## config.mk

```make
export PLATFORM = sky130hd
export DESIGN_NAME = dpac_top
export DESIGN_NICKNAME = d
export VERILOG_FILES = /design/src/dpac_pkg.sv /design/src/dpac_top.sv /design/src/dpac_ptr_bank.sv
export VERILOG_INCLUDE_DIRS = /design/src
export SDC_FILE = /design/constraint.sdc
export NUM_CORES = 1
export LEC_CHECK = 0
export ABC_AREA = 1
export BUFFER_PORTS_ARGS = -buffer_cell sky130_fd_sc_hd__buf_2
export CORE_MARGIN = 10
export CORE_UTILIZATION = 35
export CTS_CLUSTER_SIZE = 16
export DETAILED_ROUTE_END_ITERATION = 10
export HOLD_SLACK_MARGIN = 0.15
export PLACE_DENSITY = 0.55
export RECOVER_POWER = 25
export SETUP_SLACK_MARGIN = 0.3
export SYNTH_ARGS = -nofsm -noshare
export SYNTH_HDL_FRONTEND = slang
export SYNTH_SLANG_ARGS = --single-unit
```

## constraint.sdc

```tcl
create_clock -name CLK_SYS_IN -period 4.7 [get_ports CLK_SYS_IN]
set_clock_uncertainty 0.1 [all_clocks]
set_input_delay 0.705 -clock CLK_SYS_IN [delete_from_list [all_inputs] [get_ports CLK_SYS_IN]]
set_output_delay 0.705 -clock CLK_SYS_IN [all_outputs]
set_load 0.01 [all_outputs]
```

## src/dpac_params.svh

```systemverilog
// Constants for the dual pointer auxiliary control block.
// Assumes inclusion by bare name from the package and the modules.
`ifndef DPAC_PARAMS_SVH
`define DPAC_PARAMS_SVH
// ==========================================================
// Register address and field positions
`define DPAC_AUX_ADDR 8'ha2
`define DPAC_BIT_SEL 0
`define DPAC_BIT_ZERO 2
`define DPAC_BIT_FLAG 3
`define DPAC_BIT_BOOT 5
// Writable bit mask: select, flag, boot map
`define DPAC_WR_MASK 8'h29
// ==========================================================
// Boot flash window in code space
`define DPAC_BOOT_LO 16'hf800
`define DPAC_BOOT_HI 16'hffff
// Reset value of the pointers
`define DPAC_PTR_RST 16'h0000
`endif

```

## src/dpac_pkg.sv

```systemverilog
// Types for the dual pointer auxiliary control block.
// Assumes dpac_params.svh sits in the same folder.
`include "dpac_params.svh"
package dpac_pkg;
    // Pointer operation requested by the core
    typedef enum logic [4:0] {
        DPAC_OP_NONE = 5'h01,
        DPAC_OP_LDHI = 5'h02,
        DPAC_OP_LDLO = 5'h04,
        DPAC_OP_LD16 = 5'h08,
        DPAC_OP_INC = 5'h10
    } dpac_op_e;
    // Special function register access from the core
    typedef struct packed {
        logic wr;
        logic rd;
        logic inc;
        logic [7:0] addr;
        logic [7:0] wdata;
    } dpac_sfr_s;
    // Pointer command from the core
    typedef struct packed {
        dpac_op_e op;
        logic [15:0] data;
    } dpac_ptr_cmd_s;
    // State of the pointer bank
    typedef struct packed {
        logic [15:0] p0;
        logic [15:0] p1;
    } dpac_bank_s;
    // State of the control register
    typedef struct packed {
        logic sel;
        logic flag;
        logic boot;
        logic boot_loaded;
        logic [7:0] rdata;
    } dpac_ctl_s;
endpackage

```

## src/dpac_top.sv

```systemverilog
// Auxiliary control register with dual external data pointer.
// Assumes the core drives synchronous single-cycle SFR strobes.
// Function
// RQ1 - Two independent 16-bit pointers exist, one active at a time.
// RQ2 - Bit 0 selects pointer zero when clear and pointer one when set.
// RQ3 - Bit 2 always reads zero and ignores writes.
// RQ4 - Incrementing the register toggles only the select bit.
// RQ5 - Bit 5 maps boot flash at F800h to 0FFFFh when set.
// RQ6 - Bit 3 is a user flag with no hardware effect.
// RQ7 - Software never sets reserved bits 7, 6, 4 and 1.
// RQ8 - Reset clears select, bit 2 zero, boot bit from boot config.
// RQ9 - Register sits at address 0A2h, byte access only.
// RQ10 - Pointer operations touch only the selected pointer.
`timescale 1ns/10ps
`include "dpac_params.svh"
module dpac_top (
    input wire logic CLK_SYS_IN,
    input wire logic RST_IN,
    input wire dpac_pkg::dpac_sfr_s SFR_IN,
    input wire dpac_pkg::dpac_ptr_cmd_s PTR_CMD_IN,
    input wire logic BOOT_JUMP_CONFIG_BIT_IN,
    input wire logic [15:0] CODE_ADDR_IN,
    output logic [7:0] SFR_RDATA_OUT,
    output logic SFR_HIT_OUT,
    output logic [15:0] EXT_DATA_PTR_OUT,
    output logic POINTER_SELECT_BIT_OUT,
    output logic BOOT_FLASH_MAP_ENABLE_OUT,
    output logic BOOT_FLASH_HIT_OUT
);
    dpac_pkg::dpac_ctl_s s_q;
    dpac_pkg::dpac_ctl_s s_d;
    logic hit;
    logic [7:0] img;
    logic [15:0] p0;
    logic [15:0] p1;
    logic sel_move;

    // ==========================================================
    // Address decode, byte-wide only
    assign hit = (SFR_IN.addr == `DPAC_AUX_ADDR); // RQ9
    // Select bit may move at this edge
    assign sel_move = hit && (SFR_IN.wr || SFR_IN.inc);

    // Register image; reserved bits read zero
    always_comb begin
        img = 8'h00;
        img[`DPAC_BIT_SEL] = s_q.sel;
        img[`DPAC_BIT_FLAG] = s_q.flag;
        img[`DPAC_BIT_BOOT] = s_q.boot;
        img[`DPAC_BIT_ZERO] = 1'b0; // RQ3
    end

    // ==========================================================
    // Next state of the control register
    always_comb begin
        s_d = s_q;
        s_d.rdata = (hit && SFR_IN.rd) ? img : 8'h00;
        // Boot bit caught from config after reset release
        if (!s_q.boot_loaded) begin
            s_d.boot = BOOT_JUMP_CONFIG_BIT_IN; // RQ8
            s_d.boot_loaded = 1'b1;
        end
        if (hit && SFR_IN.wr) begin
            // Reserved and zero bits dropped; only the select, flag and boot bits are copied
            s_d.sel = SFR_IN.wdata[`DPAC_BIT_SEL]; // RQ2
            s_d.flag = SFR_IN.wdata[`DPAC_BIT_FLAG]; // RQ6
            s_d.boot = SFR_IN.wdata[`DPAC_BIT_BOOT]; // RQ5
            s_d.boot_loaded = 1'b1;
        end else if (hit && SFR_IN.inc) begin
            // Bit 2 stuck zero, so carry stops at bit 1
            s_d.sel = ~s_q.sel; // RQ4
        end
    end

    // Control register storage
    always_ff @(posedge CLK_SYS_IN or posedge RST_IN) begin
        if (RST_IN) begin
            s_q <= '{sel: 1'b0, flag: 1'b0, boot: 1'b0,
                     boot_loaded: 1'b0, rdata: 8'h00}; // RQ8
        end else begin
            s_q <= s_d;
        end
    end

    // ==========================================================
    // Pointer bank
    dpac_ptr_bank u_bank (
        .clk_in(CLK_SYS_IN),
        .rst_in(RST_IN),
        .sel_in(s_q.sel),
        .cmd_in(PTR_CMD_IN),
        .ptr0_out(p0),
        .ptr1_out(p1)
    );

    // Outputs
    assign EXT_DATA_PTR_OUT = s_q.sel ? p1 : p0; // RQ1
    assign SFR_RDATA_OUT = s_q.rdata;
    assign SFR_HIT_OUT = hit;
    assign POINTER_SELECT_BIT_OUT = s_q.sel;
    assign BOOT_FLASH_MAP_ENABLE_OUT = s_q.boot;
    assign BOOT_FLASH_HIT_OUT = s_q.boot &&
        (CODE_ADDR_IN >= `DPAC_BOOT_LO); // RQ5

    // ==========================================================
    // Checks
    property p_zero_bit;
        @(posedge CLK_SYS_IN) disable iff (RST_IN)
        (hit && SFR_IN.rd) |=> SFR_RDATA_OUT[2] == 1'b0;
    endproperty
    a_zero_bit: assert property (p_zero_bit) // RQ3
        else $error("Bit 2 read non-zero");
    property p_inc_toggle;
        @(posedge CLK_SYS_IN) disable iff (RST_IN)
        (hit && SFR_IN.inc && !SFR_IN.wr && s_q.boot_loaded)
        |=> s_q.sel != $past(s_q.sel) && $stable(s_q.flag)
            && $stable(s_q.boot);
    endproperty
    a_inc_toggle: assert property (p_inc_toggle) // RQ4
        else $error("Increment did not toggle select only");
    property p_write_sel;
        @(posedge CLK_SYS_IN) disable iff (RST_IN)
        (hit && SFR_IN.wr) |=> POINTER_SELECT_BIT_OUT ==
            $past(SFR_IN.wdata[0]);
    endproperty
    a_write_sel: assert property (p_write_sel) // RQ2
        else $error("Select bit not written");
    property p_write_flag;
        @(posedge CLK_SYS_IN) disable iff (RST_IN)
        (hit && SFR_IN.wr) |=> s_q.flag == $past(SFR_IN.wdata[3]);
    endproperty
    a_write_flag: assert property (p_write_flag) // RQ6
        else $error("User flag not written");
    property p_boot_map;
        @(posedge CLK_SYS_IN) disable iff (RST_IN)
        BOOT_FLASH_HIT_OUT == (BOOT_FLASH_MAP_ENABLE_OUT &&
            CODE_ADDR_IN[15:11] == 5'h1f);
    endproperty
    a_boot_map: assert property (p_boot_map) // RQ5
        else $error("Boot window mismatch");
    property p_boot_load;
        @(posedge CLK_SYS_IN) disable iff (RST_IN)
        (!RST_IN && !s_q.boot_loaded && !(hit && SFR_IN.wr))
        |=> s_q.boot == $past(BOOT_JUMP_CONFIG_BIT_IN);
    endproperty
    a_boot_load: assert property (p_boot_load) // RQ8
        else $error("Boot bit not loaded from config");
    property p_ptr_sel;
        @(posedge CLK_SYS_IN) disable iff (RST_IN)
        (PTR_CMD_IN.op == dpac_pkg::DPAC_OP_LD16 && !sel_move)
        |=> EXT_DATA_PTR_OUT == $past(PTR_CMD_IN.data);
    endproperty
    a_ptr_sel: assert property (p_ptr_sel) // RQ1
        else $error("Wrong pointer presented");
    property p_no_hit;
        @(posedge CLK_SYS_IN) disable iff (RST_IN)
        (!hit && s_q.boot_loaded) |=> $stable(s_q.sel);
    endproperty
    a_no_hit: assert property (p_no_hit) // RQ9
        else $error("Select changed on other address");
    property p_rd_zero;
        @(posedge CLK_SYS_IN) disable iff (RST_IN)
        !(hit && SFR_IN.rd) |=> SFR_RDATA_OUT == 8'h00;
    endproperty
    a_rd_zero: assert property (p_rd_zero) // RQ9
        else $error("Read data without access");
    // Read returns the register image, reserved bits zero
    property p_rd_image;
        @(posedge CLK_SYS_IN) disable iff (RST_IN)
        (hit && SFR_IN.rd) |=> SFR_RDATA_OUT == {2'b00,
            $past(s_q.boot), 1'b0, $past(s_q.flag), 2'b00,
            $past(s_q.sel)};
    endproperty
    a_rd_image: assert property (p_rd_image) // RQ9
        else $error("Read image wrong");
    // Boot map bit follows a write
    property p_write_boot;
        @(posedge CLK_SYS_IN) disable iff (RST_IN)
        (hit && SFR_IN.wr) |=> BOOT_FLASH_MAP_ENABLE_OUT ==
            $past(SFR_IN.wdata[5]);
    endproperty
    a_write_boot: assert property (p_write_boot) // RQ5
        else $error("Boot map bit not written");
    // Other addresses leave flag and boot bit alone
    property p_other_hold;
        @(posedge CLK_SYS_IN) disable iff (RST_IN)
        (!hit && s_q.boot_loaded) |=> $stable(s_q.flag)
            && $stable(s_q.boot);
    endproperty
    a_other_hold: assert property (p_other_hold) // RQ9
        else $error("Flag or boot bit changed on other address");
    // Increment moves the presented pointer by one
    property p_ptr_inc;
        @(posedge CLK_SYS_IN) disable iff (RST_IN)
        (PTR_CMD_IN.op == dpac_pkg::DPAC_OP_INC && !sel_move)
        |=> EXT_DATA_PTR_OUT == $past(EXT_DATA_PTR_OUT) + 16'h0001;
    endproperty
    a_ptr_inc: assert property (p_ptr_inc) // RQ10
        else $error("Presented pointer increment wrong");
    // High byte load keeps the low byte
    property p_ptr_ldhi;
        @(posedge CLK_SYS_IN) disable iff (RST_IN)
        (PTR_CMD_IN.op == dpac_pkg::DPAC_OP_LDHI && !sel_move)
        |=> EXT_DATA_PTR_OUT == {$past(PTR_CMD_IN.data[7:0]),
            $past(EXT_DATA_PTR_OUT[7:0])};
    endproperty
    a_ptr_ldhi: assert property (p_ptr_ldhi) // RQ1
        else $error("High byte load wrong");
    // Low byte load keeps the high byte
    property p_ptr_ldlo;
        @(posedge CLK_SYS_IN) disable iff (RST_IN)
        (PTR_CMD_IN.op == dpac_pkg::DPAC_OP_LDLO && !sel_move)
        |=> EXT_DATA_PTR_OUT == {$past(EXT_DATA_PTR_OUT[15:8]),
            $past(PTR_CMD_IN.data[7:0])};
    endproperty
    a_ptr_ldlo: assert property (p_ptr_ldlo) // RQ1
        else $error("Low byte load wrong");

    // Main scenarios
    c_inc: cover property (@(posedge CLK_SYS_IN) hit && SFR_IN.inc);
    c_wr: cover property (@(posedge CLK_SYS_IN) hit && SFR_IN.wr);
    c_boot: cover property (@(posedge CLK_SYS_IN) BOOT_FLASH_HIT_OUT);
    c_wr_inc: cover property (@(posedge CLK_SYS_IN)
        hit && SFR_IN.wr && SFR_IN.inc);
    c_ptr_inc: cover property (@(posedge CLK_SYS_IN)
        PTR_CMD_IN.op == dpac_pkg::DPAC_OP_INC);
endmodule

```

## src/dpac_ptr_bank.sv

```systemverilog
// Pair of 16-bit external data pointers with update logic.
// Assumes the selected index comes from the control register.
`timescale 1ns/10ps
`include "dpac_params.svh"
module dpac_ptr_bank (
    input wire logic clk_in,
    input wire logic rst_in,
    input wire logic sel_in,
    input wire dpac_pkg::dpac_ptr_cmd_s cmd_in,
    output logic [15:0] ptr0_out,
    output logic [15:0] ptr1_out
);
    dpac_pkg::dpac_bank_s s_q;
    dpac_pkg::dpac_bank_s s_d;
    logic [15:0] cur;
    logic [15:0] nxt;

    // ==========================================================
    // Next value of the active pointer
    always_comb begin
        cur = sel_in ? s_q.p1 : s_q.p0;
        case (cmd_in.op)
            dpac_pkg::DPAC_OP_LDHI: nxt = {cmd_in.data[7:0], cur[7:0]};
            dpac_pkg::DPAC_OP_LDLO: nxt = {cur[15:8], cmd_in.data[7:0]};
            dpac_pkg::DPAC_OP_LD16: nxt = cmd_in.data;
            dpac_pkg::DPAC_OP_INC: nxt = cur + 16'h0001;
            default: nxt = cur;
        endcase
        s_d = s_q;
        // Only the selected pointer moves
        if (sel_in) begin // RQ10
            s_d.p1 = nxt;
        end else begin
            s_d.p0 = nxt;
        end
    end

    // Pointer storage
    always_ff @(posedge clk_in or posedge rst_in) begin
        if (rst_in) begin
            s_q <= '{p0: `DPAC_PTR_RST, p1: `DPAC_PTR_RST};
        end else begin
            s_q <= s_d;
        end
    end

    assign ptr0_out = s_q.p0;
    assign ptr1_out = s_q.p1;

    // ==========================================================
    // Checks
    property p_unsel_hold;
        @(posedge clk_in) disable iff (rst_in)
        sel_in |=> $stable(s_q.p0) or $past(rst_in);
    endproperty
    a_unsel_hold: assert property (p_unsel_hold) // RQ10
        else $error("Unselected pointer zero changed");
    property p_inc_one;
        @(posedge clk_in) disable iff (rst_in)
        (cmd_in.op == dpac_pkg::DPAC_OP_INC && sel_in)
        |=> s_q.p1 == $past(s_q.p1) + 16'h0001;
    endproperty
    a_inc_one: assert property (p_inc_one) // RQ1
        else $error("Pointer one increment wrong");
endmodule

```

Word-level counts from Yosys, hierarchy flattened
Cells that the tools add are included.
- divide/modulo/power cells: 0
- shift operators: 0
- order comparisons: 1
- reductions and logical operators: 5
- $add $sub $neg: 1
- multipliers: 0
- bitwise logic cells: 1
- eq/ne operators: 6
- multiplexer cells: 7
- operator list (operator ; count):
    $pmux W16 S4 ; 1
    $add A16 B1 Y16 const B ; 1
    $ge A16 B16 Y1 const B ; 1
    $mux W16 ; 1
    $eq A8 B8 Y1 const B ; 1
    $mux W6 ; 1
    $eq A5 B2 Y1 const B ; 1
    $eq A5 B3 Y1 const B ; 1
    $eq A5 B4 Y1 const B ; 1
    $eq A5 B5 Y1 const B ; 1
    $logic_and A1 B1 Y1 ; 4
    $mux W2 ; 2
    $mux W1 ; 2
    $ne A2 B1 Y1 const B ; 1
    $reduce_bool A2 Y1 ; 1
    $not A1 Y1 ; 1
- bits in latches: 0
- word-level logic and storage cells: 28
- input bits: 59
- register bits: 42
- bits in writable memories: 0
- memory bits (read-only): 0
- output and inout port bits: 28
- memories: 0

Longest topological paths before layout
Gate-level depths: netlist of run 1.
- word-level depth: 4
- mapped depth: 13
- mapped depth without buffers: 13

Hierarchy
From an unflattened synthesis of run 1, not the netlist that was laid out.
- cell total of the unflattened synthesis: 513
- area, all modules: 3165.5 µm²
- by module, submodules not included (module ; cells an instance ; sequential area each (µm²) ; instances ; area an instance (µm²)):
    dpac_ptr_bank ; 400 ; 800.8 ; 1 ; 2516.2
    dpac_top ; 113 ; 175.2 ; 1 ; 649.4

Least setup slack after synthesis of run 1
No wires, ideal clock.
- path kind: input -> output
- start: input SFR_IN[12] in the netlist's numbering
- end: output SFR_HIT_OUT
- stages: 3
- path slack: 2639 ps
- path buffers: 0
- arrival: 1256 ps
- data required time: 3895 ps
- cells stage by stage: nor2_1 > nand3b_1 > nor4_2
- longest elaborated chain between the ends: 1
- RTL lines (what ; RTL line ; text):
    start, declared ; dpac_top.sv:19 ; input wire dpac_pkg::dpac_sfr_s SFR_IN,
    $eq A8 B8 Y1 (no source line) ; - ;
    end, declared ; dpac_top.sv:24 ; output logic SFR_HIT_OUT,
No other way between the ends.

==> results of run 1 <==
## critical path, delay by kind of cell
family / cells / cell delay [ns]
buffers and inverters: 3 / 1.69
## report_power, final
| group | internal [uW] | leakage [uW] | switching [uW] |
|---|---|---|---|
| sequential | 464 | 0.000489 | 68.2 |
| combinational | 240 | 0.00117 | 490 |
| clock | 158 | 0.0000581 | 126 |
| total | 862 | 0.00172 | 685 |
## synth_stat cells (all sizes together)
cell type  instances
nand4              8
nand2            196
o211ai             4
inv               38
nand3             38
o21ai             21
nor4               1
a22oi              3
a32oi              1
dfrtp             39
a21oi              5
nor2              40
a31oi              5
conb               2
clkinv             2
ha                 1
buf               21
a22o               1
nor3               1
nand3b             1
clkbuf             1
## kinds of logic (layout without fill, tap and decap cells)
| logic type | Yosys count | count (layout) | share of synthesized area |
|---|---|---|---|
| AO/OA/AOI/OAI | 40 | 40 | 0.0923 |
| adder cells (fa/ha/maj) | 1 | 1 | 0.00448 |
| buffers and inverters | 62 | 116 | 0.108 |
| flip-flops | 39 | 39 | 0.350 |
| other | 2 | 6 | 0.00269 |
| AND/OR/NAND/NOR | 285 | 285 | 0.443 |
## per-stage QoR
stage               worst slack, ns  area (sq um)
finish                         1.99          3240
global route                   1.46          3240
CTS                            2.08          3250
detailed placement             1.96          3130
global placement               1.97          3130
floorplan                      2.64          2810
## cell usage in the layout (no fill, tap or decap), types with 2 or more instances in the layout
master / instances
inv_1: 35
buf_2: 65
inv_2: 3
nor2_1: 32
dfrtp_1: 38
o21ai_0: 9
nand4_1: 7
a31oi_1: 5
o21ai_1: 5
a22oi_1: 3
nor2_4: 3
nor2_2: 5
buf_4: 2
o211ai_1: 4
conb_1: 6
o21ai_2: 7
clkinv_1: 2
a21oi_1: 5
nand2_1: 185
nand3_1: 36
nand2_2: 11
clkbuf_8: 5
## layout make-up
class	count	area, sq um	area share
Clock buffer	5	68.8	0.0212
Clock inverter	3	43.8	0.0135
Inverter	40	150	0.0463
Multi-Input combinational cell	332	1530	0.472
Sequential cell	39	977	0.301
Tap cell	102	128	0.0394
Timing Repair Buffer	68	344	0.106
## flip-flops by register name, summed over array words and instances, names as in the netlist
register                   flops
POINTER_SELECT_BIT_OUT         1
img                            1
u_bank.ptr0_out               16
BOOT_FLASH_MAP_ENABLE_OUT      1
SFR_RDATA_OUT                  3
s_q                            1
u_bank.ptr1_out               16
## worst paths after layout
| path | to | slack, ns | depth (start not counted) |
|---|---|---|---|
| setup / recovery | POINTER_SELECT_BIT_OUT | 1.99 | 3 |
| hold / removal | u_bank.ptr0_out[11] | 0.38 | 2 |
| setup reg to reg | u_bank.ptr1_out[14] | 2.23 | 12 |
| hold reg to reg | u_bank.ptr0_out[11] | 0.38 | 2 |
| max in group CLK_SYS_IN | EXT_DATA_PTR_OUT[13] | 2.09 | 3 |
| min in group asynchronous | u_bank.ptr0_out[10] | 1.10 | 3 |
## routing by layer
metal  vias to the layer above  part of all wire  track usage
li1                       1457                 -            -
met1                      1240              0.45        0.171
met2                        66              0.47        0.209
met3                         4             0.062       0.0316
met4                         0            0.0092       0.0362
met5                         -                 0            0
==> flow_summary.ini, run 1 <==
[floorplan]
initial_core_util = 0.361
num_rows = 32
die_y_microns = 109
dieWidth_microns = 109
die-area_sq_mm = 0.0119
io_pins = 87
fp.coreArea_sq_mm = 0.00773

[layout]
n_fill_cell = 844
fin_nets = 546
area_delta_synth_final_pct = 16.1
layout-drive-gt1-share = 0.224
finish.utilization = 0.420
diodes = 0
stdcell_count = 589

[worst_setup_path]
cp.arrival_ns = 2.41
path_cells = buf_2 -> inv_1 -> clkbuf_1
worst_setup_path_start_kind = input port
critical_path_class = in2async
setup.worst_path.start = RST_IN
r2r_start = POINTER_SELECT_BIT_OUT
worst_path_largest_cell_delay_ns = 1.56
slowest_stage = clkbuf_1
critPathCaptureType = asynchronous set/reset pin
critical_path_required_ns = 4.40
path_max_fanout = 39

[place]
place_hpwl_microns = 5930
port_buffers = 65
routabilityCongestion = 0.854
place_inst = 581

[timing]
finalSetupViolCount = 0
worst_slew_pin_slew_ns = 2.20
tns_ns = 0
finalHoldViolCount = 0
fin_crit_sh = 0.577
report.final.slew_viol_count = 40
whs_ns = 0.382
post-route-min-period_ns = 2.71
max-slew-margin-rel = -0.464
max_freq_mhz = 369
rsz0062_at_grt = no

[grt]
grt_overflow = 0
antenna_found_initial = 0
grt_pass1_vias = 2644
grt.total_usage = 0.130
grt_max_degree = 68
grt_first_pass_wirelength_microns = 12700

[outcome]
violations = capacitance limit, slew limit
status = complete, but fails checks

[clock_tree]
clockRootBuffer = clkbuf_8
cts_tree = built
cts_max_level = 2
cts_hold_buffers = 0
post_cts.repair.setup_buffers = 0
numCtsBuffers = 5
clkTransAtPathRegs_ns = 0.08
clock_sinks = 39
postCtsResizedCells = 0
clockBufferDepth = 2
clock_latency_ns = 0.29

[synth]
synth.distinct_cells = 33
synth_top_area_share = 0.350
yosys_register_bits = 39
syn_inst = 429
synth_area_sq_mm = 0.00279
synth_seq_area_share = 0.350
synthesis.yosys.warnings = 0
synth_area_leader_cell = dfrtp_1
synth_area_leaders = dfrtp_1, nand2_1, nand3_1
avgSynthCellArea_sq_um = 6.51

[route]
viasPerCell = 4.70
wl_per_cell_microns = 12.9
drt_wl_total_microns = 7580
antenna_left = 0
vias = 2767
firstDrtPassIters = 4
drc_errors = 0
drt_iter0_markers = 138

[power]
peakVddDrop_mv = 0.172
power_density_mw_per_mm2 = 477
power_uw = 1550
leakagePower_uw = 0.00172

[worst_hold_path]
hold_path_class = reg2reg
hold_path.startpoint = u_bank.ptr0_out[11]

[job]
cap_violations = 1
Power figures use the tool's default switching activity.
==> inputs of run 2 (changes only) <==
clock period = 2.6 ns   (was 4.7 ns; I/O delays follow)
==> flow_summary.ini, run 2 (same netlist as run 1, synthesis figures left out) <==
[route]
drt_iter0_markers = 140
antenna_left = 0
drc_errors = 0
wl_per_cell_microns = 13.8
vias = 2891
drt_wl_total_microns = 8240
firstDrtPassIters = 4
viasPerCell = 4.83

[floorplan]
die_y_microns = 109
dieWidth_microns = 109
fp.coreArea_sq_mm = 0.00773
initial_core_util = 0.361
num_rows = 32
die-area_sq_mm = 0.0119
io_pins = 87

[grt]
grt.total_usage = 0.132
grt_overflow = 0
antenna_found_initial = 0
grt_pass1_vias = 2768
grt_max_degree = 68
grt_first_pass_wirelength_microns = 12900

[layout]
multiInputGateArea_sq_mm = 0.00152
final_cell_mix = nand2_1, buf_2, dfrtp_1
area_delta_synth_final_pct = 20.7
layout-drive-gt1-share = 0.229
final_common_cell = nand2_1
fin_nets = 556
finish.utilization = 0.436
diodes = 0
regArea_sq_um = 977
n_fill_cell = 860

[worst_setup_path]
critical_path_required_ns = 2.11
slowest_stage = dfrtp_2
critPathCaptureType = output port
crit_top_cell = nand2_1
path_max_fanout = 21
worst_setup_path_start_kind = register
cp_num_cells = 6
cp_top_family = buffers and inverters
cp.arrival_ns = 1.63
worst_path_largest_cell_delay_ns = 0.45
path_buf_inv = 4
critical_path_class = reg2out
path_cells = inv_4 -> buf_6 -> nand2_1 -> nand2_1 -> inv_1 -> buf_2
worstRegToRegCells = 11

[timing]
finalHoldViolCount = 0
post-route-min-period_ns = 2.12
max-slew-margin-rel = 0.443
finalSetupViolCount = 0
worst_slew_pin_slew_ns = 0.832
max_freq_mhz = 473
report.final.slew_viol_count = 0
tns_ns = 0
fin_crit_sh = 0.814
rsz0062_at_grt = no

[place]
place_hpwl_microns = 6150
port_buffers = 65
routabilityCongestion = 0.862

[clock_tree]
numCtsBuffers = 5
cts_tree = built
clockBufferDepth = 2
clkTransAtPathRegs_ns = 0.09
clock_latency_ns = 0.30
cts_max_level = 2
clockRootBuffer = clkbuf_8
clock_sinks = 39

[job]
cap_violations = 0

[worst_hold_path]
hold_path_class = in2reg
min_path_cells = 3

[power]
peakVddDrop_mv = 0.270
leakagePower_uw = 0.00177
power_density_mw_per_mm2 = 860

[outcome]
status = finished, final reports clean
run 2: stage by stage:
step / instances / total power, uW / area (sq um) / hold slack, ns / setup WS, ns
2_1_floorplan: 433 / 1930 / 2810 / 0.346 / 0.687
3_3_place_gp: 587 / 2320 / 3190 / 0.362 / 0.298
3_5_place_dp: 587 / 2350 / 3190 / 0.365 / 0.269
4_1_cts: 596 / 2890 / 3320 / 0.228 / 0.319
5_1_grt: 599 / 3190 / 3370 / 0.233 / 0.320
6_report: 599 / 2900 / 3370 / 0.235 / 0.484
run 2: layout make-up:
| type | instances | area share |
|---|---|---|
| sequential | 39 | 0.290 |
| clock inverter | 3 | 0.0141 |
| multi-input combinational | 332 | 0.452 |
| inverter | 40 | 0.0453 |
| timing repair buffer | 78 | 0.140 |
| tap | 102 | 0.0379 |
| clock buffer | 5 | 0.0204 |
run 2: worst reg2reg max path: stages (launching register included):
cell       delay [ns]
dfrtp_2          0.45
buf_4            0.17
clkbuf_16        0.18
o21ai_2          0.27
nand3_2          0.16
nor2_2           0.19
nand3_1          0.09
nand2_1          0.07
nand3_1          0.08
nand2_1          0.11
nand3_1          0.07
nand2_1          0.07
run 2: worst paths after layout:
path                                        end  slack (ns)                   start
max                        EXT_DATA_PTR_OUT[14]        0.48  POINTER_SELECT_BIT_OUT
min                                      img[3]        0.24               SFR_IN[3]
max reg2reg                 u_bank.ptr1_out[14]        0.51  POINTER_SELECT_BIT_OUT
min reg2reg                 u_bank.ptr0_out[15]        0.38     u_bank.ptr0_out[15]
max in group asynchronous   u_bank.ptr0_out[15]        1.11                  RST_IN
min in group asynchronous    u_bank.ptr1_out[4]        0.64                  RST_IN
run 2: repair_timing:
item,4_1_cts,5_1_grt
endpoints found under the setup margin,0,10
buffers inserted,0,1
endpoints found under the hold margin,18,0
resized for setup,0,2
hold buffers,1,0
run 2: per-layer routing:
| metal | global-route usage | up-vias | share of wire |
|---|---|---|---|
| li1 | - | 1482 | - |
| met1 | 0.163 | 1328 | 0.44 |
| met2 | 0.221 | 74 | 0.47 |
| met3 | 0.0339 | 7 | 0.070 |
| met4 | 0.0390 | 0 | 0.011 |
| met5 | 0 | - | 0 |
run 2: report_power, final:
| group | leakage (uW) | internal, uW | switching, uW |
|---|---|---|---|
| sequential | 0.000489 | 838 | 128 |
| clock | 0.0000587 | 291 | 242 |
| combinational | 0.00123 | 486 | 914 |
| total | 0.00177 | 1620 | 1280 |
==> inputs of run 3 (changes only) <==
PLACE_DENSITY = 0.57   (was 0.55)
clock period = 1.75 ns   (was 2.6 ns; I/O delays follow)
==> flow_summary.ini, run 3 (same netlist as run 1, synthesis figures left out) <==
[route]
drt_wl_total_microns = 9240
vias = 3240
wl_per_cell_microns = 13.7
firstDrtPassIters = 4
antenna_left = 0
drt_iter0_markers = 165
drc_errors = 0
viasPerCell = 4.81

[power]
leakagePower_uw = 0.00233
peakVddDrop_mv = 0.601
power_density_mw_per_mm2 = 1320

[worst_setup_path]
cp.arrival_ns = 1.58
worst_setup_path_start_kind = register
critPathCaptureType = output port
critical_path_required_ns = 1.39
path_max_fanout = 7
critical_path_class = reg2out

[timing]
max_freq_mhz = 514
rsz0062_at_grt = yes
worst_slew_pin_slew_ns = 0.999
finalSetupViolCount = 39
report.final.slew_viol_count = 0
fin_crit_sh = 1.11
post-route-min-period_ns = 1.95
max-slew-margin-rel = 0.334
fin_ws_ns = -0.196
whs_ns = 0.180
tns_ns = -4.06
finalHoldViolCount = 0

[outcome]
violations = setup timing
status = complete, but fails checks

[layout]
area_delta_synth_final_pct = 60.5
fin_nets = 631
diodes = 0
final_cell_mix = nand2_1, buf_4, buf_2
layout-drive-gt1-share = 0.421
final_common_cell = nand2_1
stdcell_count = 674
fin_area_sq_mm = 0.00448

[place]
routabilityCongestion = 0.912
post_dp_cell_area_sq_mm = 0.00368
place_inst = 635
port_buffers = 65
place_hpwl_microns = 6730

[floorplan]
num_rows = 32
die_y_microns = 109
initial_core_util = 0.361
dieWidth_microns = 109
die-area_sq_mm = 0.0119
fp.coreArea_sq_mm = 0.00773
io_pins = 87

[grt]
grt_first_pass_wirelength_microns = 14900
grt.total_usage = 0.154
grt_max_degree = 40
grt_pass1_vias = 3236
grt_overflow = 0
antenna_found_initial = 0

[clock_tree]
clockBufferDepth = 2
cts_max_level = 2
clkTransAtPathRegs_ns = 0.09
clock_latency_ns = 0.30
clockRootBuffer = clkbuf_8
cts_tree = built
clock_sinks = 39
numCtsBuffers = 5

[job]
cap_violations = 0

[worst_hold_path]
hold_path_class = in2reg
## run 3: layer usage
metal	track usage	routed length, microns	part of all wire	vias to the layer above
met5	0	0	0	-
met4	0.0381	83	0.0090	0
met3	0.0334	468	0.051	8
met2	0.277	4780	0.52	70
met1	0.182	3900	0.42	1531
li1	-	-	-	1631
## run 3: cell type report
| type | count | area (sq um) |
|---|---|---|
| Timing Repair Buffer | 153 | 1190 |
| Tap cell | 102 | 128 |
| Fill cell | 711 | 3250 |
| Clock inverter | 3 | 47.5 |
| Sequential cell | 39 | 977 |
| Clock buffer | 5 | 68.8 |
| Multi-Input combinational cell | 332 | 1910 |
| Inverter | 40 | 160 |
## run 3: critical path, stage by stage (launching register included)
cell,delay (ns)
dfrtp_2,0.47
inv_2,0.11
buf_6,0.14
buf_6,0.10
buf_6,0.10
nand2_2,0.05
nand2_2,0.07
buf_6,0.11
inv_4,0.03
buf_6,0.11
## run 3: per-stage QoR
stage	utilization	setup WS (ns)	total power, uW
after floorplan	-	0.0250	3060
after global placement	0.476	-0.132	4180
after detailed placement	0.476	-0.164	4230
after CTS	0.551	-0.137	5620
after global routing	0.580	-0.295	6380
final	0.580	-0.196	5910
## run 3: worst paths after layout
check / startpoint / slack, ns / endpoint / depth (start not counted)
max: POINTER_SELECT_BIT_OUT / -0.20 / EXT_DATA_PTR_OUT[14] / 9
min: SFR_IN[8] / 0.18 / POINTER_SELECT_BIT_OUT / 4
max reg2reg: POINTER_SELECT_BIT_OUT / -0.18 / u_bank.ptr1_out[15] / 15
min reg2reg: u_bank.ptr0_out[4] / 0.38 / u_bank.ptr0_out[4] / 2
max in group asynchronous: RST_IN / 0.17 / POINTER_SELECT_BIT_OUT / 4
min in group asynchronous: RST_IN / 0.71 / u_bank.ptr1_out[3] / 4
## run 3: timing repair
action	4_1_cts	5_1_grt
hold buffers	6	0
resized for setup	60	53
endpoints found under the setup margin	50	51
endpoints found under the hold margin	45	0
cloned	1	0
setup buffers	19	5
pin swaps	21	22
## run 3: where the power goes
group | internal, uW | switching (uW) | total (uW)
clock network | 433 | 369 | 801
registers | 1250 | 242 | 1490
logic | 1750 | 1870 | 3620
